## src/lcc_pkg.sv

```systemverilog
package lcc_pkg;
    // Capture width codes
    localparam logic [1:0] LCC_WIDTH_8 = 2'h0;
    localparam logic [1:0] LCC_WIDTH_16 = 2'h1;
    localparam logic [1:0] LCC_WIDTH_32 = 2'h2;
    // Trigger modes
    localparam logic [1:0] LCC_TRIG_SOFT = 2'h0;
    localparam logic [1:0] LCC_TRIG_START = 2'h1;
    localparam logic [1:0] LCC_TRIG_STOP = 2'h2;
    localparam logic [1:0] LCC_TRIG_BOTH = 2'h3;
    // Timing: capture window after a change
    localparam int LCC_CLK_MHZ = 200;
    localparam int LCC_CAPT_MIN_NS = 50;
    localparam int LCC_CAPT_MAX_NS = 150;
    localparam int LCC_CAPT_MIN_CYC = (LCC_CAPT_MIN_NS * LCC_CLK_MHZ + 999) / 1000;
    localparam int LCC_CAPT_MAX_CYC = (LCC_CAPT_MAX_NS * LCC_CLK_MHZ) / 1000;
    // Strobe length in cycles
    localparam int LCC_STROBE_CYC = 2;
    localparam int LCC_CNT_W = 16;
    localparam logic [LCC_CNT_W-1:0] LCC_CNT_RST = 16'h0000;
endpackage

```

## src/lcc_capture.sv

```systemverilog
`timescale 1ns/1ps
`default_nettype none
module lcc_capture #(
    parameter int PRE_W = lcc_pkg::LCC_CNT_W
) (
    // Clock and reset
    input wire logic clk_i,
    input wire logic srst_i,
    // Configuration
    input wire logic [1:0] width_sel_i,
    input wire logic [1:0] trig_mode_i,
    input wire logic [31:0] line_mask_i,
    input wire logic [PRE_W-1:0] pretrig_cnt_i,
    input wire logic [PRE_W-1:0] posttrig_cnt_i,
    input wire logic config_load_i,
    input wire logic soft_start_i,
    // Pins from the peripheral
    input wire logic [7:0] port_zero_lines_i,
    input wire logic [7:0] port_one_lines_i,
    input wire logic [7:0] port_two_lines_i,
    input wire logic [7:0] port_three_lines_i,
    input wire logic start_trigger_in_i,
    input wire logic stop_trigger_in_i,
    // Group 1 capture
    output logic [31:0] grp1_data_o,
    output logic grp1_valid_o,
    output logic grp1_strobe_o,
    // Group 2 capture
    output logic [15:0] grp2_data_o,
    output logic grp2_valid_o,
    output logic grp2_strobe_o,
    // Status
    output logic running_o,
    output logic error_o,
    output logic done_o
);
    if (PRE_W < 1 || PRE_W > 32) begin : g_bad_pre_w
        $error("lcc_capture: PRE_W out of range");
    end

    typedef enum logic [1:0] {LCC_IDLE, LCC_ARMED, LCC_RUN, LCC_POST} lcc_state_t;

    localparam int DLY = lcc_pkg::LCC_CAPT_MIN_CYC;
    localparam int DLY_W = 4;
    // Delay counter is only DLY_W bits, so the delay must fit it
    if (lcc_pkg::LCC_CAPT_MIN_CYC + 2 > lcc_pkg::LCC_CAPT_MAX_CYC || DLY < 2 ||
        DLY - 2 >= (1 << DLY_W)) begin : g_bad_window
        $error("lcc_capture: capture window cannot be met");
    end
    localparam logic [DLY_W-1:0] DLY_LAST = DLY_W'(DLY - 2);
    localparam logic [1:0] STB_LAST = 2'(lcc_pkg::LCC_STROBE_CYC - 1);

    logic [31:0] lines;
    logic [1:0] trig_sync;

    lcc_sync #(.WIDTH(34)) u_sync (
        .clk_i(clk_i),
        .srst_i(srst_i),
        .async_i({stop_trigger_in_i, start_trigger_in_i, port_three_lines_i,
                  port_two_lines_i, port_one_lines_i, port_zero_lines_i}),
        .sync_o({trig_sync, lines})
    );

    // State
    lcc_state_t state, next_state;
    logic [31:0] ref_lines, next_ref_lines;
    logic trig_start_d, next_trig_start_d;
    logic trig_stop_d, next_trig_stop_d;
    logic [PRE_W-1:0] samp_cnt, next_samp_cnt;
    logic [PRE_W-1:0] post_cnt, next_post_cnt;
    logic error_q, next_error_q;
    logic done_q, next_done_q;
    // Capture pipeline per group
    logic [1:0] pend, next_pend;
    logic [DLY_W-1:0] dly1, next_dly1, dly2, next_dly2;
    logic [31:0] grp1_data, next_grp1_data;
    logic [15:0] grp2_data, next_grp2_data;
    logic grp1_valid, next_grp1_valid, grp2_valid, next_grp2_valid;
    logic [1:0] stb1, next_stb1, stb2, next_stb2;

    logic [31:0] changed;
    logic chg1, chg2, start_edge, stop_edge, capturing, cap1, cap2;

    always_comb begin
        changed = (lines ^ ref_lines) & line_mask_i;
        start_edge = trig_sync[0] & ~trig_start_d;
        stop_edge = trig_sync[1] & ~trig_stop_d;
        chg1 = 1'b0;
        chg2 = 1'b0;
        case (width_sel_i)
            lcc_pkg::LCC_WIDTH_8: begin
                chg1 = |changed[7:0];
                chg2 = |changed[23:16];
            end
            lcc_pkg::LCC_WIDTH_16: begin
                chg1 = |changed[15:0];
                chg2 = |changed[31:16];
            end
            lcc_pkg::LCC_WIDTH_32: begin
                chg1 = |changed;
                chg2 = 1'b0;
            end
            default: begin
                chg1 = 1'b0;
                chg2 = 1'b0;
            end
        endcase
        capturing = (state == LCC_RUN) || (state == LCC_POST);
        cap1 = pend[0] && (dly1 == DLY_LAST);
        cap2 = pend[1] && (dly2 == DLY_LAST);
    end

    // Control sequence
    always_comb begin
        next_state = state;
        next_ref_lines = lines;
        next_trig_start_d = trig_sync[0];
        next_trig_stop_d = trig_sync[1];
        next_samp_cnt = samp_cnt;
        next_post_cnt = post_cnt;
        next_error_q = error_q;
        next_done_q = done_q;
        if (capturing && cap1 && samp_cnt != {PRE_W{1'b1}}) begin
            next_samp_cnt = samp_cnt + 1'b1;
        end
        case (state)
            LCC_IDLE: begin
                if (soft_start_i) begin
                    next_error_q = 1'b0;
                    next_done_q = 1'b0;
                    next_samp_cnt = PRE_W'(lcc_pkg::LCC_CNT_RST);
                    if (trig_mode_i == lcc_pkg::LCC_TRIG_START ||
                        trig_mode_i == lcc_pkg::LCC_TRIG_BOTH) begin
                        next_state = LCC_ARMED;
                    end else begin
                        next_state = LCC_RUN;
                    end
                end
            end
            LCC_ARMED: begin
                // Stop edges here are dropped on purpose
                if (start_edge) begin
                    next_state = LCC_RUN;
                end
            end
            LCC_RUN: begin
                if (stop_edge && (trig_mode_i == lcc_pkg::LCC_TRIG_STOP ||
                                  trig_mode_i == lcc_pkg::LCC_TRIG_BOTH)) begin
                    if (samp_cnt < pretrig_cnt_i) begin
                        next_error_q = 1'b1;
                        next_state = LCC_IDLE;
                    end else if (posttrig_cnt_i == PRE_W'(lcc_pkg::LCC_CNT_RST)) begin
                        next_done_q = 1'b1;
                        next_state = LCC_IDLE;
                    end else begin
                        next_post_cnt = posttrig_cnt_i;
                        next_state = LCC_POST;
                    end
                end
            end
            LCC_POST: begin
                if (cap1) begin
                    next_post_cnt = post_cnt - 1'b1;
                    if (post_cnt == PRE_W'(1)) begin
                        next_done_q = 1'b1;
                        next_state = LCC_IDLE;
                    end
                end
            end
            default: next_state = LCC_IDLE;
        endcase
        if (config_load_i) begin
            next_state = LCC_IDLE;
            next_error_q = 1'b0;
            next_done_q = 1'b0;
        end else if (soft_start_i && state != LCC_IDLE) begin
            next_state = LCC_IDLE;
            next_error_q = 1'b0;
        end
    end

    // Capture pipeline
    always_comb begin
        next_pend = pend;
        next_dly1 = dly1;
        next_dly2 = dly2;
        next_grp1_data = grp1_data;
        next_grp2_data = grp2_data;
        next_grp1_valid = 1'b0;
        next_grp2_valid = 1'b0;
        next_stb1 = (stb1 != 2'h0) ? stb1 - 2'h1 : 2'h0;
        next_stb2 = (stb2 != 2'h0) ? stb2 - 2'h1 : 2'h0;
        // Change during a pending capture merges into it; the later level is latched
        if (pend[0]) begin
            next_dly1 = dly1 + 1'b1;
        end
        if (pend[1]) begin
            next_dly2 = dly2 + 1'b1;
        end
        if (capturing && chg1 && !pend[0]) begin
            next_pend[0] = 1'b1;
            next_dly1 = '0;
        end
        if (capturing && chg2 && !pend[1]) begin
            next_pend[1] = 1'b1;
            next_dly2 = '0;
        end
        if (cap1) begin
            next_pend[0] = 1'b0;
            next_grp1_valid = 1'b1;
            next_stb1 = STB_LAST + 2'h1;
            case (width_sel_i)
                lcc_pkg::LCC_WIDTH_8: next_grp1_data = {24'h000000, lines[7:0]};
                lcc_pkg::LCC_WIDTH_16: next_grp1_data = {16'h0000, lines[15:0]};
                default: next_grp1_data = lines;
            endcase
        end
        if (cap2) begin
            next_pend[1] = 1'b0;
            next_grp2_valid = 1'b1;
            next_stb2 = STB_LAST + 2'h1;
            if (width_sel_i == lcc_pkg::LCC_WIDTH_8) begin
                next_grp2_data = {8'h00, lines[23:16]};
            end else begin
                next_grp2_data = lines[31:16];
            end
        end
        if (!capturing) begin
            next_pend = 2'h0;
        end
    end

    always_ff @(posedge clk_i) begin
        if (srst_i) begin
            state <= LCC_IDLE;
            ref_lines <= 32'h00000000;
            trig_start_d <= 1'b0;
            trig_stop_d <= 1'b0;
            samp_cnt <= PRE_W'(lcc_pkg::LCC_CNT_RST);
            post_cnt <= PRE_W'(lcc_pkg::LCC_CNT_RST);
            error_q <= 1'b0;
            done_q <= 1'b0;
            pend <= 2'h0;
            dly1 <= '0;
            dly2 <= '0;
            grp1_data <= 32'h00000000;
            grp2_data <= 16'h0000;
            grp1_valid <= 1'b0;
            grp2_valid <= 1'b0;
            stb1 <= 2'h0;
            stb2 <= 2'h0;
        end else begin
            state <= next_state;
            ref_lines <= next_ref_lines;
            trig_start_d <= next_trig_start_d;
            trig_stop_d <= next_trig_stop_d;
            samp_cnt <= next_samp_cnt;
            post_cnt <= next_post_cnt;
            error_q <= next_error_q;
            done_q <= next_done_q;
            pend <= next_pend;
            dly1 <= next_dly1;
            dly2 <= next_dly2;
            grp1_data <= next_grp1_data;
            grp2_data <= next_grp2_data;
            grp1_valid <= next_grp1_valid;
            grp2_valid <= next_grp2_valid;
            stb1 <= next_stb1;
            stb2 <= next_stb2;
        end
    end

    // Outputs registered; strobe is a register not a decode
    logic running_q;
    always_ff @(posedge clk_i) begin
        if (srst_i) begin
            running_q <= 1'b0;
            grp1_strobe_o <= 1'b0;
            grp2_strobe_o <= 1'b0;
        end else begin
            running_q <= (next_state == LCC_RUN) || (next_state == LCC_POST);
            grp1_strobe_o <= (next_stb1 != 2'h0);
            grp2_strobe_o <= (next_stb2 != 2'h0);
        end
    end

    always_comb begin
        grp1_data_o = grp1_data;
        grp1_valid_o = grp1_valid;
        grp2_data_o = grp2_data;
        grp2_valid_o = grp2_valid;
        running_o = running_q;
        error_o = error_q;
        done_o = done_q;
    end
endmodule
`default_nettype wire

```

## src/lcc_sync.sv

```systemverilog
`timescale 1ns/1ps
`default_nettype none
module lcc_sync #(
    parameter int WIDTH = 1
) (
    input wire logic clk_i,
    input wire logic srst_i,
    input wire logic [WIDTH-1:0] async_i,
    output logic [WIDTH-1:0] sync_o
);
    logic [WIDTH-1:0] meta;
    logic [WIDTH-1:0] next_meta;
    logic [WIDTH-1:0] next_sync;

    always_comb begin
        next_meta = async_i;
        next_sync = meta;
    end

    always_ff @(posedge clk_i) begin
        if (srst_i) begin
            meta <= '0;
            sync_o <= '0;
        end else begin
            meta <= next_meta;
            sync_o <= next_sync;
        end
    end
endmodule
`default_nettype wire

```

## config.mk

```make
export PLATFORM = sky130hd
export DESIGN_NAME = lcc_capture
export DESIGN_NICKNAME = d
export VERILOG_FILES = /design/src/lcc_pkg.sv /design/src/lcc_capture.sv /design/src/lcc_sync.sv
export SDC_FILE = /design/constraint.sdc
export NUM_CORES = 1
export LEC_CHECK = 0
export BUFFER_PORTS_ARGS = -buffer_cell sky130_fd_sc_hd__buf_2
export CELL_PAD_IN_SITES_DETAIL_PLACEMENT = 1
export CELL_PAD_IN_SITES_GLOBAL_PLACEMENT = 1
export CORE_MARGIN = 5
export CORE_UTILIZATION = 37
export CTS_CLUSTER_DIAMETER = 30
export DETAILED_ROUTE_END_ITERATION = 12
export HOLD_SLACK_MARGIN = 0.03
export PLACE_DENSITY = 0.77
export SYNTH_ARGS = -nofsm -noshare
export SYNTH_HDL_FRONTEND = slang
export SYNTH_SLANG_ARGS = --single-unit
```

## constraint.sdc

```tcl
create_clock -name clk_i -period 2.32 [get_ports clk_i]
set_input_delay 0.464 -clock clk_i [delete_from_list [all_inputs] [get_ports clk_i]]
set_output_delay 0.464 -clock clk_i [all_outputs]
set_load 0.05 [all_outputs]
```

==> summary.md <==
The run finished with clean final reports. The yosys synthesis warning count was 0. The logs give 0 for the number of max-slew violations in the final report and 0.00823 mm2 for the post-synth design cell area. TritonCTS built the clock tree. The share of power burned in combinational logic was 5.1%; the fraction of synthesized cell area in xor and xnor cells was 5.32%. The synthesized netlist devotes 14.3% of its cell area to compound gates.

Setup repair after global routing could not meet its margin everywhere. At the end of routability-driven placement, the weighted congestion stood at 0.821. The type of element launching the critical path was a flip-flop. Summing the areas of all and, or, nand and nor instances in the mapped netlist gives 23.2% of the synthesized area.

Type of the worst setup path: reg2reg. After clock tree synthesis, the clock-pin slew on the worst setup and hold paths is 0.05 ns. The number of antenna violations at the first check in global routing is 7. The post-synthesis net count came out at 1,029. The placed wire-length estimate after detailed placement is 16.5 mm.

The cell area power density works out to 918 mW/mm2. Yosys mapped a number of flops with a built-in enable equal to 0. Total setup violations reported at the end of the flow: 0. The post-synthesis area per instance works out to 9.13 um2. In this design, the largest share of critical-path delay is due to simple AND/OR/NAND/NOR gates. In the global route stage, met3 resource usage came out at 5.46%. The final worst-path cycle share is 97.4%. The static leakage is 4.77 nW. Global routing used 33.1% of the available met2 tracks. The logs give 7,296 for the via total after detailed routing and 0 ns for the final sum of negative setup slack. In this run the clock root is driven by a clkbuf_16. Row generation in the floorplan step produced 54 rows. The internal portion of the total power is 8.00 mW.

The final layout net count is 1,224, and the switching part of the total is 22.1%. After detailed routing, the total wire length is 25.3 mm. The tools report the number of buffers on the longest clock path as 3.

Standard cell with the maximum stage delay on the critical path: or4_4. For the worst setup path, the data arrival time is 2.67 ns. Clock latency on the worst-skew pair, taken at its later pin, is 0.51 ns. The number of hold-slack violations in the final timing report was 0. The main combinational cell family by area after synthesis is simple AND/OR/NAND/NOR gates.

VDD sags by at most 0.688 mV. The measured slew at the worst slew-check pin came out at 0.643 ns. The sequential area share after synthesis is 49.9%, and the share of synthesized registers carrying an async set or reset is 0%. The combined buffer and inverter count along the critical path works out to 1. The ratio of cells with drive above 1 in the final layout is 28.3%, and the number of vias per cell is 5.19. The synthesized netlist contains 63 unique library cells. Max-cap violations in this run came to 0. The worst pin sits at a relative slew slack of 57.1%.

The die is 159 um tall. The post-layout instance area is 0.0112 mm2. The first global-routing pass estimated 41.0 mm of wire.

The cell area reported after detailed placement was 0.00947 mm2; the number of buffers inserted by port buffering was 160. The number of global-route vias before repair was 7,907; the clock sink count was 205. The maximum fanout count along the critical path is 5. For the final database, setup skew stands at 0.0161 ns. In the global route stage, met1 resource usage came out at 23.1%.

The most crowded layer after global routing was met2. Based on the critical path, the design can be clocked at up to 442 MHz. The die is 159 um wide.

The total clock buffers created by CTS was 42; the post-synthesis to final-layout area growth was 35.8%. Once detail routing completed, the nets flagged for antenna violations numbered 0. The share of cell area taken by muxes after synthesis was 0.365%; the number of top-level pins was 161. In the final routed layout, each cell accounts on average for 18.0 um.

After floorplanning, the core was sized to cover 0.0219 mm2. The tools report the final routed DRC violation total as 0. Entering global routing, the biggest net connects 154 pins. In the final layout, flip-flops and latches occupy 0.00412 mm2. In the synthesized netlist, the number of instances is 901. Per report_power, the sequential group accounts for 35.8% of the total.

For the worst setup path, the data required time is 2.73 ns. The number of buffers added to fix hold violations after cts was 0; the global routing usage summed across all routing layers was 19.3%. The synthesized-area fraction occupied by adder cells came out at 3.34%. The worst setup path is captured at a flip-flop. The total congestion overflow is 0, and the starting density of the core is 37.6%. For the switching power summed over all nets, the log shows 2.26 mW. The class of the most critical hold timing path was in2reg.

The first detailed-routing pass took 4 iterations. The run gives 0.00399 mm2 as the area used by multi-input combinational logic. The synthesized design contains 205 register bits.

Per report_power, the clock group accounts for 59.1% of the total. In this run the number of H-tree levels came out at 2. The signal on the critical path passes through inv_1 > ha_2 > or3b_4 > or4_4 > o311ai_2 > a21oi_1 > o31ai_2.

For this run, the leading register cell type out of synthesis is dfxtp_1. The total die area was 0.0253 mm2; the delay of the slowest critical-path stage was 0.47 ns. Number of filler cells placed in the layout: 2,528. After the first detailed-routing iteration, the DRC count stood at 345. The post-route minimum period works out to 2.26 ns.
## routing by layer
| metal | part of all wire [%] | wire, um |
|---|---|---|
| met5 | 0.20 | 51 |
| met4 | 2.8 | 705 |
| met3 | 6.0 | 1530 |
| met2 | 50 | 12600 |
| met1 | 41 | 10400 |
## stage by stage
step	hold WS [ns]	power, mW	std cells	worst slack [ns]	util, %
4_1_cts	0.139	10.3	1403	0.00199	50.4
6_report	0.159	10.3	1407	0.0593	51.1
3_5_place_dp	0.420	4.23	1324	-0.201	43.2
3_3_place_gp	0.408	4.22	1324	-0.179	43.2
2_1_floorplan	0.400	4.02	901	0.000683	-
5_1_grt	0.152	10.6	1407	-0.0897	51.1
## sequential cells by signal, indices dropped and copies added, names as in the netlist, 2 cells and up
name           flops
grp1_data_o       32
pend               2
samp_cnt          16
grp2_data_o       16
ref_lines         32
stb1               2
u_sync.sync_o     34
stb2               2
dly1               4
post_cnt          16
state              2
u_sync.meta       34
dly2               4
## power by group through the flow
stage	Sequential (mW)	Clock (mW)	Combinational, mW
final	3.67	6.06	0.528
after global routing	3.68	6.37	0.582
after CTS	3.67	6.15	0.511
after detailed placement	3.73	0	0.500
after global placement	3.73	0	0.488
after floorplan	3.72	0	0.297
## worst paths after layout
path	startpoint	to	slack (ns)	cells past startpoint
max	post_cnt[0]$_SDFFE_PP0P_	post_cnt[12]$_SDFFE_PP0P_	0.06	7
min	port_two_lines_i[3]	u_sync.meta[19]$_SDFF_PP0_	0.16	2
max reg2reg	post_cnt[0]$_SDFFE_PP0P_	post_cnt[12]$_SDFFE_PP0P_	0.06	7
min reg2reg	stb1[0]$_SDFF_PP0_	stb1[0]$_SDFF_PP0_	0.43	1
## synthesized netlist by cell type, types with 2 or more instances
cell type	count	area [um2]
dfxtp_1	205	4100
nand2_1	110	413
nor2b_1	103	644
a21oi_1	82	410
xor2_1	45	394
nand3_1	43	215
clkbuf_1	41	154
nor2_1	41	154
inv_1	29	109
ha_1	22	275
a22oi_1	17	128
o21ai_0	15	75.1
nand4_1	14	87.6
a31oi_1	9	56.3
nor3_1	9	45.0
or3_1	9	56.3
nor4_1	8	50.1
buf_2	6	30.0
o31ai_1	6	45.0
o211ai_1	5	37.5
o21ai_1	5	25.0
o32ai_1	5	43.8
xnor2_1	5	43.8
and3_1	4	25.0
o311ai_0	4	35.0
or2_2	4	25.0
or4_1	4	30.0
mux2i_1	3	30.0
o211a_1	3	30.0
or4_4	3	33.8
a2111o_1	2	22.5
a211oi_1	2	15.0
a41o_1	2	20.0
and2_1	2	12.5
and4_1	2	17.5
nand2b_1	2	12.5
nand3b_1	2	15.0
nor4b_1	2	17.5
o32ai_2	2	32.5
## timing repair
| item | in CTS | in global routing |
|---|---|---|
| resized for setup | 9 | 27 |
| setup endpoints to repair | 1 | 18 |
| cloned | 1 | 0 |
| pin swaps | 4 | 7 |
| buffers inserted | 5 | 1 |
## cells in the final DEF, fill, tap and decap left out, types with 5 or more instances in the layout
cell / instances
xor2_1: 45
a21oi_1: 78
clkbuf_8: 7
buf_4: 33
nor2_1: 41
dfxtp_2: 7
a22oi_1: 17
nor2b_1: 103
clkbuf_16: 43
inv_1: 29
o211ai_1: 5
nor3_1: 5
clkinvlp_4: 6
o21ai_0: 15
nand4_1: 14
dfxtp_1: 197
o21ai_1: 5
bufinv_16: 5
xnor2_1: 5
o32ai_1: 5
nand2_1: 110
or3_1: 8
nand3_1: 43
ha_1: 15
a31oi_1: 5
buf_2: 159
nor4_1: 8
ha_4: 5
## layout make-up
type                       instances  area share [%]
sequential                       205            36.8
multi-input combinational        619            35.7
clock buffer                      54            10.6
timing repair buffer             199            10.3
tap                              280            3.13
clock inverter                    19            2.37
inverter                          29           0.974
antenna                            2          0.0448
## cells by family after synthesis
logic type | Yosys count
AOI/OAI and AO/OA | 176
and+or+nand+nor | 368
DFF | 205
muxes | 3
buffers and inverters | 77
adders and majority gates | 22
xor gates and xnor gates | 50
No activity file was read; power rests on OpenSTA's default activity.
